<file path="src/mpf_pkg.sv">
`default_nettype none
package mpf_pkg;
  // ****************************************
  // Register byte addresses (chosen map)
  // ****************************************
  localparam logic [7:0] ADDR_CTRL = 8'h00;
  localparam logic [7:0] ADDR_PERIOD = 8'h04;
  localparam logic [7:0] ADDR_DUTY1 = 8'h08;
  localparam logic [7:0] ADDR_DUTY2 = 8'h0c;
  localparam logic [7:0] ADDR_DUTY3 = 8'h10;
  localparam logic [7:0] ADDR_DUTY4 = 8'h14;
  localparam logic [7:0] ADDR_SEVT = 8'h18;
  localparam logic [7:0] ADDR_OVR = 8'h1c;
  localparam logic [7:0] ADDR_FLTA = 8'h20;
  localparam logic [7:0] ADDR_STAT = 8'h24;
  localparam logic [7:0] ADDR_MASK = 8'h28;
  localparam logic [7:0] ADDR_TBASE = 8'h2c;

  // ****************************************
  // Field positions
  // ****************************************
  localparam int CTRL_EN = 0;
  localparam int CTRL_CENTER = 1;
  localparam int CTRL_SINGLE = 2;
  localparam int CTRL_IMMED = 3;
  localparam int CTRL_COMPL_LO = 4;
  localparam int FLT_CYCLE_BIT = 7;
  localparam int FLT_STATE_LO = 8;
  localparam int NUM_PAIRS = 4;
  localparam int STAT_PERIOD = 0;
  localparam int STAT_SEVT = 1;
  localparam int STAT_CZERO = 2;
  localparam int STAT_FAULT = 3;
  localparam int NUM_EVENTS = 4;

  // Implemented bits of fault A control: 15..8, 7, 3..0
  localparam logic [15:0] FLTA_IMPL_MASK = 16'hff8f;
  localparam logic [31:0] RST_ZERO = 32'h0000_0000;

  // Time base direction
  typedef enum logic {MPF_UP, MPF_DOWN} mpf_dir_t;

  // Software configuration carried to the core
  typedef struct packed {
    logic enable;
    logic center;
    logic single;
    logic immediate;
    logic [3:0] compl_en;
    logic [15:0] period;
    logic [15:0] sevt_cmp;
    logic [7:0] ovr_en;
    logic [7:0] ovr_val;
    logic [15:0] flta;
  } mpf_cfg_t;
endpackage
`default_nettype wire

</file>
<file path="src/mpf_pair.sv">
`default_nettype none
// One duty generator driving a high/low output pair
module mpf_pair
  import mpf_pkg::*;
#(
  parameter int W = 16
)
(
  input wire logic [W-1:0] count,
  input wire logic [W-1:0] duty,
  input wire logic running,
  input wire logic compl_en,
  input wire logic [1:0] ovr_en,
  input wire logic [1:0] ovr_val,
  output logic [1:0] pins
);
  logic hi;
  // ****************************************
  // Duty compare and override
  // ****************************************
  always_comb
  begin
    hi = running && (count < duty);
    pins[1] = ovr_en[1] ? ovr_val[1] : hi;
    if (ovr_en[0])
    begin
      pins[0] = ovr_val[0];
    end
    else if (compl_en)
    begin
      pins[0] = ~pins[1];
    end
    else
    begin
      pins[0] = hi;
    end
  end
endmodule
`default_nettype wire

</file>
<file path="src/mpf_top.sv">
`default_nettype none
// How it works
// - four duty generators, eight paired outputs
// - low pin inverts high when complementary
// - sixteen bit period and duty
// - edge or center aligned, software chosen
// - single pulse mode stops after one period
// - center mode raises mid-point interrupt at the period peak
// - duty update immediate or at boundary
// - override register forces individual outputs
// - special event compare produces trigger
// - per pair fault A enable bits
// - clear fault state drives pin inactive
// - cycle mode releases at next period
// - latched mode holds until software clears
module mpf_top
  import mpf_pkg::*;
#(
  parameter int W = 16
)
(
  input wire logic pclk,
  input wire logic presetn,
  input wire logic psel,
  input wire logic penable,
  input wire logic pwrite,
  input wire logic [7:0] paddr,
  input wire logic [31:0] pwdata,
  output logic [31:0] prdata,
  output logic pready,
  output logic pslverr,
  input wire logic fault_a_n,
  output logic [7:0] pwm_out,
  output logic special_trigger,
  output logic irq
);
  // ****************************************
  // State
  // ****************************************
  typedef struct packed {
    mpf_cfg_t cfg;
    logic [NUM_PAIRS-1:0][W-1:0] duty_sw;
    logic [NUM_PAIRS-1:0][W-1:0] duty_act;
    logic [W-1:0] count;
    mpf_dir_t dir;
    logic done;
    logic fault_latched;
    logic [1:0] fault_sync;
    logic [NUM_EVENTS-1:0] status;
    logic [NUM_EVENTS-1:0] mask;
    logic [31:0] rdata;
    logic ready;
    logic slverr;
    logic [7:0] pwm;
    logic trig;
    logic irq;
  } mpf_state_t;

  mpf_state_t s_q;
  mpf_state_t s_d;
  // Raw outputs of the pair generators
  logic [7:0] pair_pins;
  // Synchronised fault level, active high
  logic fault_now;
  logic running;
  logic [7:0] flt_en_pins;
  logic [7:0] flt_force;
  logic period_end;
  logic center_zero;
  logic sevt_hit;
  logic [NUM_EVENTS-1:0] events;
  logic [NUM_EVENTS-1:0] w1c;
  logic wr_acc;
  logic rd_acc;
  logic [15:0] flta_wr;

  assign fault_now = ~s_q.fault_sync[1];
  assign running = s_q.cfg.enable && !s_q.done;

  // ****************************************
  // Pair generators
  // ****************************************
  // one generator per pair
  genvar g;
  generate
    for (g = 0; g < NUM_PAIRS; g++)
    begin : gen_pair
      mpf_pair #(.W(W)) u_pair (
        .count(s_q.count),
        .duty(s_q.duty_act[g]),
        .running(running),
        .compl_en(s_q.cfg.compl_en[g]),
        .ovr_en(s_q.cfg.ovr_en[2*g+1 -: 2]),
        .ovr_val(s_q.cfg.ovr_val[2*g+1 -: 2]),
        .pins(pair_pins[2*g+1 -: 2])
      );
      assign flt_en_pins[2*g+1 -: 2] = {2{s_q.cfg.flta[g]}};
    end
  endgenerate

  // ****************************************
  // Next-state logic
  // ****************************************
  always_comb
  begin
    s_d = s_q;
    // Second stage reads first only
    s_d.fault_sync = {s_q.fault_sync[0], fault_a_n};

    // Time base: edge counts up and wraps, center counts up/down
    period_end = 1'b0;
    center_zero = 1'b0;
    if (running)
    begin
      if (!s_q.cfg.center)
      begin
        if (s_q.count >= s_q.cfg.period)
        begin
          s_d.count = '0;
          period_end = 1'b1;
        end
        else
        begin
          s_d.count = s_q.count + 1'b1;
        end
      end
      else if (s_q.dir == MPF_UP)
      begin
        if (s_q.count >= s_q.cfg.period)
        begin
          s_d.dir = MPF_DOWN;
          s_d.count = s_q.count - 1'b1;
          center_zero = 1'b1;
        end
        else
        begin
          s_d.count = s_q.count + 1'b1;
        end
      end
      else if (s_q.count == '0)
      begin
        s_d.dir = MPF_UP;
        period_end = 1'b1;
      end
      else
      begin
        s_d.count = s_q.count - 1'b1;
      end
      // single pulse stops at period end
      if (period_end && s_q.cfg.single)
      begin
        s_d.done = 1'b1;
        s_d.count = '0;
      end
    end
    else if (!s_q.cfg.enable)
    begin
      s_d.count = '0;
      s_d.dir = MPF_UP;
      s_d.done = 1'b0;
    end

    if (s_q.cfg.immediate || period_end || center_zero || !running)
    begin
      s_d.duty_act = s_q.duty_sw;
    end

    sevt_hit = running && (s_q.count == s_q.cfg.sevt_cmp);
    s_d.trig = sevt_hit;

    if (fault_now && (s_q.cfg.flta[3:0] != '0))
    begin
      s_d.fault_latched = 1'b1;
    end
    // cycle mode releases at period end
    else if (s_q.cfg.flta[FLT_CYCLE_BIT] && period_end)
    begin
      s_d.fault_latched = 1'b0;
    end

    // Events and sticky status, set wins over clear
    events = '0;
    events[STAT_PERIOD] = period_end;
    events[STAT_SEVT] = sevt_hit;
    events[STAT_CZERO] = center_zero;
    events[STAT_FAULT] = fault_now && !s_q.fault_latched;
    wr_acc = psel && penable && pwrite && s_q.ready;
    rd_acc = psel && !penable && !pwrite;
    w1c = '0;
    if (wr_acc && paddr == ADDR_STAT)
    begin
      w1c = pwdata[NUM_EVENTS-1:0];
    end
    s_d.status = (s_q.status & ~w1c) | events;
    s_d.irq = |(s_d.status & s_q.mask);

    // APB slave: ready in access phase, one wait-free cycle
    s_d.ready = psel && !penable;
    s_d.slverr = 1'b0;
    // Refusal decided in setup so that it stands beside pready
    if (psel && !penable)
    begin
      unique case (paddr)
        ADDR_CTRL, ADDR_PERIOD, ADDR_DUTY1, ADDR_DUTY2, ADDR_DUTY3, ADDR_DUTY4,
        ADDR_SEVT, ADDR_OVR, ADDR_FLTA, ADDR_STAT, ADDR_MASK, ADDR_TBASE:
        begin
          s_d.slverr = 1'b0;
        end
        default: s_d.slverr = 1'b1;
      endcase
    end
    flta_wr = pwdata[15:0] & FLTA_IMPL_MASK;
    if (wr_acc)
    begin
      unique case (paddr)
        ADDR_CTRL:
        begin
          s_d.cfg.enable = pwdata[CTRL_EN];
          s_d.cfg.center = pwdata[CTRL_CENTER];
          s_d.cfg.single = pwdata[CTRL_SINGLE];
          s_d.cfg.immediate = pwdata[CTRL_IMMED];
          s_d.cfg.compl_en = pwdata[CTRL_COMPL_LO +: NUM_PAIRS];
          s_d.done = 1'b0;
        end
        ADDR_PERIOD: s_d.cfg.period = pwdata[W-1:0];
        ADDR_DUTY1: s_d.duty_sw[0] = pwdata[W-1:0];
        ADDR_DUTY2: s_d.duty_sw[1] = pwdata[W-1:0];
        ADDR_DUTY3: s_d.duty_sw[2] = pwdata[W-1:0];
        ADDR_DUTY4: s_d.duty_sw[3] = pwdata[W-1:0];
        ADDR_SEVT: s_d.cfg.sevt_cmp = pwdata[W-1:0];
        ADDR_OVR:
        begin
          s_d.cfg.ovr_en = pwdata[15:8];
          s_d.cfg.ovr_val = pwdata[7:0];
        end
        ADDR_FLTA:
        begin
          s_d.cfg.flta = flta_wr;
          // Writing the register clears a latched fault once the input is inactive
          if (!fault_now)
          begin
            s_d.fault_latched = 1'b0;
          end
        end
        ADDR_MASK: s_d.mask = pwdata[NUM_EVENTS-1:0];
        // Status clears above; count and unmapped words ignore writes
        default: s_d.slverr = 1'b0;
      endcase
    end
    else if (psel && penable && s_q.ready)
    begin
      s_d.slverr = 1'b0;
    end

    // Read data captured in setup phase
    if (rd_acc)
    begin
      s_d.rdata = RST_ZERO;
      unique case (paddr)
        ADDR_CTRL:
        begin
          s_d.rdata[CTRL_EN] = s_q.cfg.enable;
          s_d.rdata[CTRL_CENTER] = s_q.cfg.center;
          s_d.rdata[CTRL_SINGLE] = s_q.cfg.single;
          s_d.rdata[CTRL_IMMED] = s_q.cfg.immediate;
          s_d.rdata[CTRL_COMPL_LO +: NUM_PAIRS] = s_q.cfg.compl_en;
        end
        ADDR_PERIOD: s_d.rdata[W-1:0] = s_q.cfg.period;
        ADDR_DUTY1: s_d.rdata[W-1:0] = s_q.duty_sw[0];
        ADDR_DUTY2: s_d.rdata[W-1:0] = s_q.duty_sw[1];
        ADDR_DUTY3: s_d.rdata[W-1:0] = s_q.duty_sw[2];
        ADDR_DUTY4: s_d.rdata[W-1:0] = s_q.duty_sw[3];
        ADDR_SEVT: s_d.rdata[W-1:0] = s_q.cfg.sevt_cmp;
        ADDR_OVR: s_d.rdata[15:0] = {s_q.cfg.ovr_en, s_q.cfg.ovr_val};
        ADDR_FLTA: s_d.rdata[15:0] = s_q.cfg.flta;
        ADDR_STAT: s_d.rdata[NUM_EVENTS-1:0] = s_q.status;
        ADDR_MASK: s_d.rdata[NUM_EVENTS-1:0] = s_q.mask;
        ADDR_TBASE: s_d.rdata[W-1:0] = s_q.count;
        default: s_d.rdata = RST_ZERO;
      endcase
    end

    // Fault override of enabled pairs
    // clear state bit drives inactive
    flt_force = flt_en_pins & {8{s_q.fault_latched || fault_now}};
    s_d.pwm = (pair_pins & ~flt_force)
      | (s_q.cfg.flta[FLT_STATE_LO +: 8] & flt_force);
  end

  // ****************************************
  // State register
  // ****************************************
  always_ff @(posedge pclk or negedge presetn)
  begin
    if (!presetn)
    begin
      s_q <= '0;
      s_q.fault_sync <= 2'h3;
    end
    else
    begin
      s_q <= s_d;
    end
  end

  // ****************************************
  // Outputs
  // ****************************************
  assign prdata = s_q.rdata;
  assign pready = s_q.ready;
  assign pslverr = s_q.slverr;
  assign pwm_out = s_q.pwm;
  assign special_trigger = s_q.trig;
  assign irq = s_q.irq;
endmodule
`default_nettype wire

</file>
<file path="config.mk">
export PLATFORM = sky130hd
export DESIGN_NAME = mpf_top
export DESIGN_NICKNAME = d
export VERILOG_FILES = /design/src/mpf_pkg.sv /design/src/mpf_pair.sv /design/src/mpf_top.sv
export SDC_FILE = /design/constraint.sdc
export NUM_CORES = 1
export LEC_CHECK = 0
export ABC_CLOCK_PERIOD_IN_PS = 6100
export BUFFER_PORTS_ARGS = -buffer_cell sky130_fd_sc_hd__buf_2
export CAP_MARGIN = 40
export CORE_ASPECT_RATIO = 0.5
export CORE_MARGIN = 3
export CORE_UTILIZATION = 25
export DETAILED_ROUTE_END_ITERATION = 12
export SLEW_MARGIN = 20
export SYNTH_ARGS = -nofsm -noshare
export SYNTH_HDL_FRONTEND = slang
export SYNTH_SLANG_ARGS = --single-unit
</file>
<file path="constraint.sdc">
create_clock -name pclk -period 6.1 [get_ports pclk]
set_input_delay 0 -clock pclk [delete_from_list [all_inputs] [get_ports pclk]]
set_output_delay 0 -clock pclk [all_outputs]
set_load 0.02 [all_outputs]
</file>
### Word-level counts from Yosys, hierarchy flattened

Index checks and enable logic that the tools add are counted.

| word-level totals | value |
|---|---|
| register bits after elaboration | 254 |
| input port bits | 46 |
| output and inout bits | 44 |

| cells by class | value |
|---|---|
| $lt $le $gt $ge | 5 |
| $add $sub $neg | 2 |
| reductions and logical operators | 44 |
| muxes and demuxes | 47 |
| equal/unequal tests | 15 |
| bitwise logic cells | 14 |

Operators by type and width:

| kind | count |
|---|---|
| 2-to-1 mux 16 bit | 5 |
| one-hot mux 8 bit (9 select lines) | 1 |
| less-than comparator 16 bit | 4 |
| one-hot mux 4 bit (12 select lines) | 1 |
| one-hot mux 4 bit (10 select lines) | 1 |
| 2-to-1 mux 18 bit | 2 |
| 2-to-1 mux 1 bit | 34 |
| equality test 8 x 5 -> 1 bit, second input constant | 4 |
| equality test 8 x 6 -> 1 bit, second input constant | 4 |
| AND 8 bit | 3 |
| AND reduction 2 bit | 12 |
| logical AND 1 bit | 17 |
| 2-to-1 mux 17 bit | 1 |
| adder 16 x 1 -> 16 bit, second input constant | 1 |
| equality test 16 bit | 1 |
| equality test 8 x 4 -> 1 bit, second input constant | 2 |
| >= comparator 16 bit | 1 |
| logical NOT 16 bit | 1 |
| subtractor 16 x 1 -> 16 bit, second input constant | 1 |
| OR reduction 12 bit | 1 |
| OR reduction 10 bit | 1 |
| AND 4 bit | 2 |
| equality test 8 x 3 -> 1 bit, second input constant | 1 |
| logical NOT 8 bit | 1 |
| other kinds (14) | 25 |

### Logic depth before layout (Yosys ltp)

Gate-level depths: netlist of the first run.

| depth | value |
|---|---|
| word-level depth | 12 |
| mapped depth | 11 |
| gate-level depth less buffers | 9 |

### Modules after synthesis

From an unflattened synthesis of the first run, not the netlist that was laid out.

| second synthesis, totals | value |
|---|---|
| cells, all modules | 1350 |
| area total of the unflattened synthesis | 14771.7 um2 |

Modules (own cells, without submodules):

| module | area an instance (um2) | instances | cells each |
|---|---|---|---|
| mpf_top | 13026.2 | 1 | 1106 |
| mpf_pair at gen_pair[0].u_pair ... | 436.7 | 3 | 61 |
| mpf_pair at gen_pair[3].u_pair | 435.4 | 1 | 61 |

### Least setup slack after synthesis of the first run

Ideal clock, no wire load.

| path | value |
|---|---|
| path kind | register to register |
| start point | reg s_q[57] in the netlist's numbering |
| end point | reg s_q[114] in the netlist's numbering |
| period minus slack after synthesis | 2724 ps |
| stages on the path, launching flop included | 11 |
| setup slack | 3376 ps |
| data arrival time | 2599 ps |
| library setup time | 125 ps |
| required time | 5975 ps |
| path through | dfrtp_1 > clkbuf_1 > inv_1 > ha_1 > inv_1 > a21boi_0 > o211ai_1 > nand3_1 > a211oi_4 > buf_6 > mux2_2 |

| between the ends | value |
|---|---|
| word-level cells in the longest chain between the ends | 9 |
| elaborated cells between the ends (all ways) | 14 |
| those cells by class | order compare (1); mux (9); reduce/logical (4) |

Ends and longest elaborated chain:

| element | line | RTL |
|---|---|---|
| start, declared | mpf_top.sv:59 | `mpf_state_t s_q;` |
| parallel branches: the longest is 7 deep, another holds >= comparator 16 bit | - |  |
| logical OR 1 bit * (2 in series) | mpf_top.sv:163 | `if (s_q.cfg.immediate \|\| period_end \|\| center_zero \|\| !running)` |

Every way passes the cells marked *. The select of a mux whose other input is x is not followed.
A chain may end at the register's enable or synchronous reset.

==> reports/metrics.csv, run 1 <==
stage,metric,value,unit
pwr,Peak supply drop,206.0,uV
clock_network,H-tree depth,1,
placed_design,DP HPWL,28030,um
layout,fin nets,1417,
worst_setup_path,CP endpoint kind,flop,
placed_design,Setup WS pre-CTS,2.408,ns
route,DR pass1 iterations,5,
timing,unrepaired setup endpoints after global routing,no,
pwr,Pwr Density,242.1,nW/um^2
timing,final setup violating endpoints,0,
worst_setup_path,CP max stage delay,0.66,ns
layout,"Design Area, Final",16110,um^2
layout,share of cells above drive strength 1,24.73,%
timing,WHS,0.07911,ns
placed_design,RD Place Congestion,0.8563,
synthesis,Post-synth top flop,dfrtp_1,
pwr,sequential fraction of design power,43.7,%
worst_setup_path,kind of critical path,reg2reg,
worst_setup_path,Reg2Reg Setup Slack,2.49,ns
floorplanning,IO Pins,90,
floorplanning,row cnt,60,
outcome,status,"complete, no violations",
synthesis,Cell variety after synth,76,
placed_design,DP Area,14660,um^2
synthesis,Synth async-reset ratio,100.0,%
timing,Final Critical Period,3.614,ns
layout,combined area of the multi-input logic cells,6539,um^2
layout,Area Overhead vs Synth,17.19,%
route,Via Count,10220,
timing,fin crit share,59.25,%
synthesis,largest cells by area after synthesis,"dfrtp_1 46%, mux2_2 14%, ha_1 7.2%",
layout,Inserted Diodes,0,
worst_setup_path,most used cell along the critical path,o21ai_0,
synthesis,Yosys reg bits,254,
timing,slew margin rel.,39.43,%
worst_setup_path,Worst Path Buf+Inv,0,
synthesis,cells after synthesis,1229,
synthesis,post-synthesis cell area,13750,um^2
pwr,sw frac,21.54,%
timing,Final WS setup,2.486,ns
floorplanning,Core Area,54050,um^2
timing,Worst Skew,0.02237,ns
clock_network,root buffer cell,clkbuf_16,
clock_network,TritonCTS clock tree,done,
clock_network,CTS sink cnt,254,
placed_design,PortBufs,57,
route,WL per Instance,19.80,um
synthesis,Post-synth EDFFs,0,
synthesis,top cell type by total area after synthesis,dfrtp_1,
run,max_cap viols,0,
clock_network,Clock Latency Late Sink,0.57,ns
floorplanning,Die W,337.6,um
timing,Setup TNS,0,ns
global_route,remaining global-route overflow,0,
worst_setup_path,CP Data Arrival Time,4.06,ns
pwr,Pint,3060,uW
clock_network,TritonCTS Buffers,29,
global_route,All-Layer GR Usage,13.68,%
pwr,Switching Power,840.3,uW
route,DRT antenna net count,0,
clock_network,post_cts resized,0,
pwr,combinational power share,3.4,%
layout,Layout fillers,5524,
floorplanning,Initial Utilization,25.43,%
worst_hold_path,Hold Path Class,in2reg,
synthesis,Avg Synthesized Cell Area,11.18,um^2
synthesis,share of the synthesized area in the top cell type,45.88,%
pwr,power share of the clock group,52.9,%
timing,Hold Fails Final Rpt,0,
global_route,largest net degree at the start of global routing,152,
route,final wirelength,40130,um
timing,Pins Over Slew Limit,0,
floorplanning,die area,58000,um^2
floorplanning,Die Ht,171.8,um
global_route,first-pass GRT wire length,60880,um
route,Vias/cell,5.044,
worst_setup_path,CP max FO,16,
synthesis,sequential area share after synthesis,46.26,%
layout,"commonest non-fill, non-tap cell in the layout",dfrtp_1,
timing,Fmax achieved,0.2767,GHz
global_route,number of global-route vias before repair,9912,
worst_setup_path,Worst Path Required,6.55,ns
worst_setup_path,critical path's slowest cell,dfrtp_1,
global_route,initial antenna violation count,1,
clock_network,clk slew on worst S/H paths,0.06,ns
worst_setup_path,CP startpoint kind,flop,
worst_setup_path,"delay-heaviest family, CP",compound AO/OA/AOI/OAI gates,
layout,register area,6359,um^2
route,DRC,0,
clock_network,CTS max path bufs,3,
synthesis,yosys warns,0,
worst_setup_path,CP cell instances,ha_1 -> nand4_1 -> or2_2 -> o21ai_0 -> o31a_1 -> o21ai_0 -> a22o_1 -> a221o_1,
layout,most frequent cells in the layout,"252 x dfrtp_1, 166 x mux2_2, 87 x inv_1, 79 x ha_1, 74 x nand2_1",
timing,Worst-Margin Slew,0.8990,ns
pwr,LEAKAGE,0.007648,uW
route,initial DRC count,985,
==> worst reg2reg max path: stages, from the launching register on <==
cell	delay [ns]
dfrtp_1	0.66
ha_1	0.46
nand4_1	0.10
or2_2	0.30
o21ai_0	0.27
o31a_1	0.65
o21ai_0	0.42
a22o_1	0.35
a221o_1	0.30
==> registers in the layout (all words and copies together), names as in the netlist <==
register and cells:
flt_en_pins 4, irq 1, prdata 16, pready 1
pslverr 1, pwm_out 8, s_d 1, s_q 221
special_trigger 1
==> cells by family after synthesis <==
kind of cell,count (synthesis),synth area share (%)
simple gates,228,8.638
mux,195,15.94
buf+inv,180,6.581
other cells,1,0.02728
flops,254,46.26
xor+xnor,19,1.211
compound gates,273,14.15
fa+ha+maj,79,7.191
==> cell type report <==
type,instances,area share [%]
Clock buffer,37,5.064
Clock inverter,16,2.027
Inverter,87,2.027
Multi-Input combinational cell,810,40.59
Sequential cell,254,39.47
Tap cell,713,5.538
Timing Repair Buffer,110,5.282
==> synthesized netlist by cell type (all sizes together), types with 4 or more instances <==
library cell    n
a31oi           8
a22oi          36
o211ai          5
o21ai          58
ha             79
a221oi         21
nand2          77
mux2i           4
o21a            7
nand4          11
buf            63
mux2          191
nor2           38
nand3b          4
inv            87
a21oi          36
nor3           19
a211oi          9
o22ai           6
and3           10
clkbuf         30
a21o           19
dfrtp         252
a22o           15
nand2b         12
o221ai          4
and4            4
and2            6
a32o            4
nor4            8
nand3          23
or3             4
xor2           17
a222oi         11
==> power groups by stage <==
stage	clock, uW	sequential, uW	combinational, uW
after floorplan	0	1730	54.7
after global placement	0	1730	121
after detailed placement	0	1730	123
final	2060	1700	134
after CTS	2090	1700	135
after global routing	2160	1700	149
==> repair_timing <==
item	in CTS	in global routing
hold buffers	26	0
setup buffers	0	0
hold endpoints to repair	254	0
==> final timing paths <==
check	from	to	depth (start not counted)
worst min register to register	s_d[53]	s_q[53]	0
min in group asynchronous	presetn	s_q[108]	2
max in group asynchronous	presetn	s_q[166]	3
worst min-delay path	fault_a_n	s_d[53]	2
worst max register to register	s_q[67]	irq	8
worst max-delay path	s_q[67]	irq	8
==> through the flow <==
| step | power, uW | util (%) | instances |
|---|---|---|---|
| 4_1_cts | 3926 | 29.71 | 2023 |
| 6_report | 3901 | 29.80 | 2027 |
| 5_1_grt | 4009 | 29.80 | 2027 |
| 2_1_floorplan | 1787 | - | 1244 |
| 3_3_place_gp | 1855 | 26.92 | 1936 |
| 3_5_place_dp | 1857 | 27.12 | 1944 |
==> routing by layer <==
layer	GRT usage [%]	vias to the layer above	part of all wire (%)	wire, um
li1	-	4595	-	-
met1	17.66	5218	43	17270
met2	22.88	336	47	18900
met3	3.051	73	6.9	2775
met4	4.350	2	2.9	1169
met5	0	-	0.032	13
Power figures use the tool's default switching activity.
==> inputs of run 2 (changes only) <==
Settings changed: ABC_AREA set to 1, ABC_CLOCK_PERIOD_IN_PS 6100 to 3800.
Clock period 6.1 ns to 3.8 ns, I/O delays scaled along.
==> run 2 against run 1 <==
Critical path depth increased by 2; clock power rose by 40%; clock skew fell by 0.012 ns; sequential power rose by 61%; first-iteration DRC count grew 7.3%; largest cell class unchanged; largest power group unchanged.
==> reports/metrics.csv, run 2 <==
stage,metric,value,unit
layout,Layout fillers,5916,
timing,Final Critical Period,2.960,ns
floorplanning,Die Ht,175.4,um
worst_setup_path,CP Data Arrival Time,3.41,ns
global_route,largest net degree at the start of global routing,112,
route,initial DRC count,1057,
synthesis,top-count cell post-synth,nand2_1,
clock_network,Clock Latency Late Sink,0.56,ns
clock_network,H-tree depth,1,
timing,slew margin rel.,35.17,%
route,final wirelength,44690,um
layout,fin nets,1937,
run,max_cap viols,0,
pwr,Pwr Density,354.3,nW/um^2
synthesis,Post-synth EDFFs,0,
synthesis,share of the synthesized area in the top cell type,43.96,%
worst_setup_path,kind of critical path,reg2reg,
synthesis,Cell variety after synth,51,
worst_hold_path,hold path startpoint,pwdata[11],
synthesis,largest cells by area after synthesis,"dfrtp_1 44%, nand2_1 13%, ha_1 6.9%",
layout,"commonest non-fill, non-tap cell in the layout",nand2_1,
synthesis,top cell type by total area after synthesis,dfrtp_1,
global_route,number of global-route vias before repair,11650,
clock_network,CTS sink cnt,254,
synthesis,Yosys reg bits,254,
worst_hold_path,Hold Path Class,in2reg,
clock_network,root buffer cell,clkbuf_16,
timing,WHS,0.01107,ns
worst_setup_path,CP startpoint kind,flop,
route,WL per Instance,17.24,um
layout,share of cells above drive strength 1,13.45,%
layout,Area Overhead vs Synth,15.00,%
clock_network,TritonCTS clock tree,done,
floorplanning,die area,60470,um^2
clock_network,CTS max path bufs,3,
outcome,status,"complete, no violations",
synthesis,yosys warns,0,
clock_network,postcts setup bufs,0,
worst_setup_path,CP max FO,50,
worst_setup_path,Worst Path Required,4.24,ns
layout,Largest register FFs,221,
timing,Worst Skew,0.009941,ns
layout,combined area of the multi-input logic cells,6593,um^2
worst_setup_path,crit path from,s_q[72],
timing,Fmax achieved,0.3378,GHz
layout,register area,6359,um^2
layout,largest reg by FF count,s_q,
global_route,All-Layer GR Usage,14.67,%
layout,Inserted Diodes,0,
pwr,Peak supply drop,289.4,uV
pwr,LEAKAGE,0.007775,uW
synthesis,cells after synthesis,1761,
synthesis,"top cells by count, synth","486 x nand2_1, 252 x dfrtp_1, 197 x o21ai_0, 184 x inv_1, 79 x ha_1",
placed_design,PortBufs,57,
timing,Pins Over Slew Limit,0,
timing,unrepaired setup endpoints after global routing,no,
placed_design,DP HPWL,33260,um
layout,most frequent cells in the layout,"486 x nand2_1, 252 x dfrtp_1, 197 x o21ai_0, 184 x inv_1, 79 x ha_1",
floorplanning,Die W,344.8,um
global_route,remaining global-route overflow,0,
worst_setup_path,reg2reg start,s_q[72],
route,DRC,0,
synthesis,Post-synth top flop,dfrtp_1,
synthesis,Avg Synthesized Cell Area,8.147,um^2
timing,Setup TNS,0,ns
synthesis,sequential area share after synthesis,44.32,%
floorplanning,row cnt,61,
route,DR pass1 iterations,6,
floorplanning,Core Area,56100,um^2
timing,Worst-Margin Slew,0.9724,ns
synthesis,Synth async-reset ratio,100.0,%
global_route,first-pass GRT wire length,69090,um
floorplanning,IO Pins,90,
timing,Hold Fails Final Rpt,0,
floorplanning,Initial Utilization,25.57,%
timing,fin crit share,77.91,%
route,DRT antenna net count,0,
clock_network,post_cts resized,0,
route,Via Count,12070,
placed_design,RD Place Congestion,0.9271,
synthesis,post-synthesis cell area,14350,um^2
clock_network,clk slew on worst S/H paths,0.06,ns
worst_setup_path,CP endpoint kind,flop,
route,Vias/cell,4.658,
clock_network,TritonCTS Buffers,30,
global_route,initial antenna violation count,0,
timing,final setup violating endpoints,0,
run 2: changes by cell type after synthesis, sizes merged, moves of 38 or more:
| cell | delta |
|---|---|
| nor2 | +38 |
| inv | +100 |
| a21oi | +42 |
| nand3 | +46 |
| nand2 | +446 |
| o21ai | +198 |
| mux2 | -191 |
run 2: worst paths after layout:
path / cells after the start / end / slack, ns
worst min register to register: 0 / s_q[53] / 0.35
worst min-delay path: 3 / s_q[164] / 0.01
worst max-delay path: 10 / s_q[98] / 0.84
worst max register to register: 10 / s_q[98] / 0.84
max in group asynchronous: 3 / s_q[251] / 2.75
min in group asynchronous: 2 / s_q[114] / 0.03
run 2: per-layer routing:
layer | global-route usage [%] | wire length (um)
met4 | 5.088 | 1688
met3 | 2.194 | 2642
met2 | 22.91 | 19560
met1 | 20.67 | 20790
met5 | 0 | 0
run 2: kinds of logic (layout without fill, tap and decap cells):
group,count (synthesis),in the layout,share of synthesized area (%)
xor+xnor,29,29,1.770
compound gates,385,385,15.77
buf+inv,301,361,10.18
fa+ha+maj,79,79,6.890
other cells,1,16,0.02614
flops,254,254,44.32
simple gates,712,712,21.04
run 2: final cells by class:
type,instances,area share [%]
Multi-Input combinational cell,1221,39.96
Sequential cell,254,38.54
Tap cell,756,5.733
Timing Repair Buffer,115,5.438
Clock buffer,42,5.005
Inverter,190,4.323
Clock inverter,14,1.001
run 2: where the power goes:
group          total [uW]  switching (uW)  internal [uW]
sequential           2730            9.80           2720
clock                2890            1170           1720
combinational         222             169           53.4
total                5850            1350           4490
run 2: stage by stage:
step	cell area (um^2)	total power [uW]	instances	setup slack, ns	utilization, %
detailed placement	15270	2984	2513	0.8597	27.22
global placement	15160	2982	2507	0.8984	27.03
floorplan	14400	2869	1776	1.485	-
global route	16500	6046	2592	0.6043	29.41
finish	16500	5845	2592	0.8395	29.41
CTS	16480	5901	2591	0.8321	29.38
run 2: worst max-delay path, cell delays in order, from the launching register on:
cell and delay (ns):
dfrtp_1 0.62, ha_1 0.34, a21oi_1 0.15, o21ai_0 0.13
a21oi_2 0.28, nand2_1 0.20, a21oi_4 0.29, nand2_8 0.30
buf_4 0.33, nand2_1 0.09, o21ai_2 0.06
run 2: what timing repair did:
item	4_1_cts	5_1_grt
endpoints found under the hold margin	242	0
endpoints found under the setup margin	0	0
hold buffers	22	0
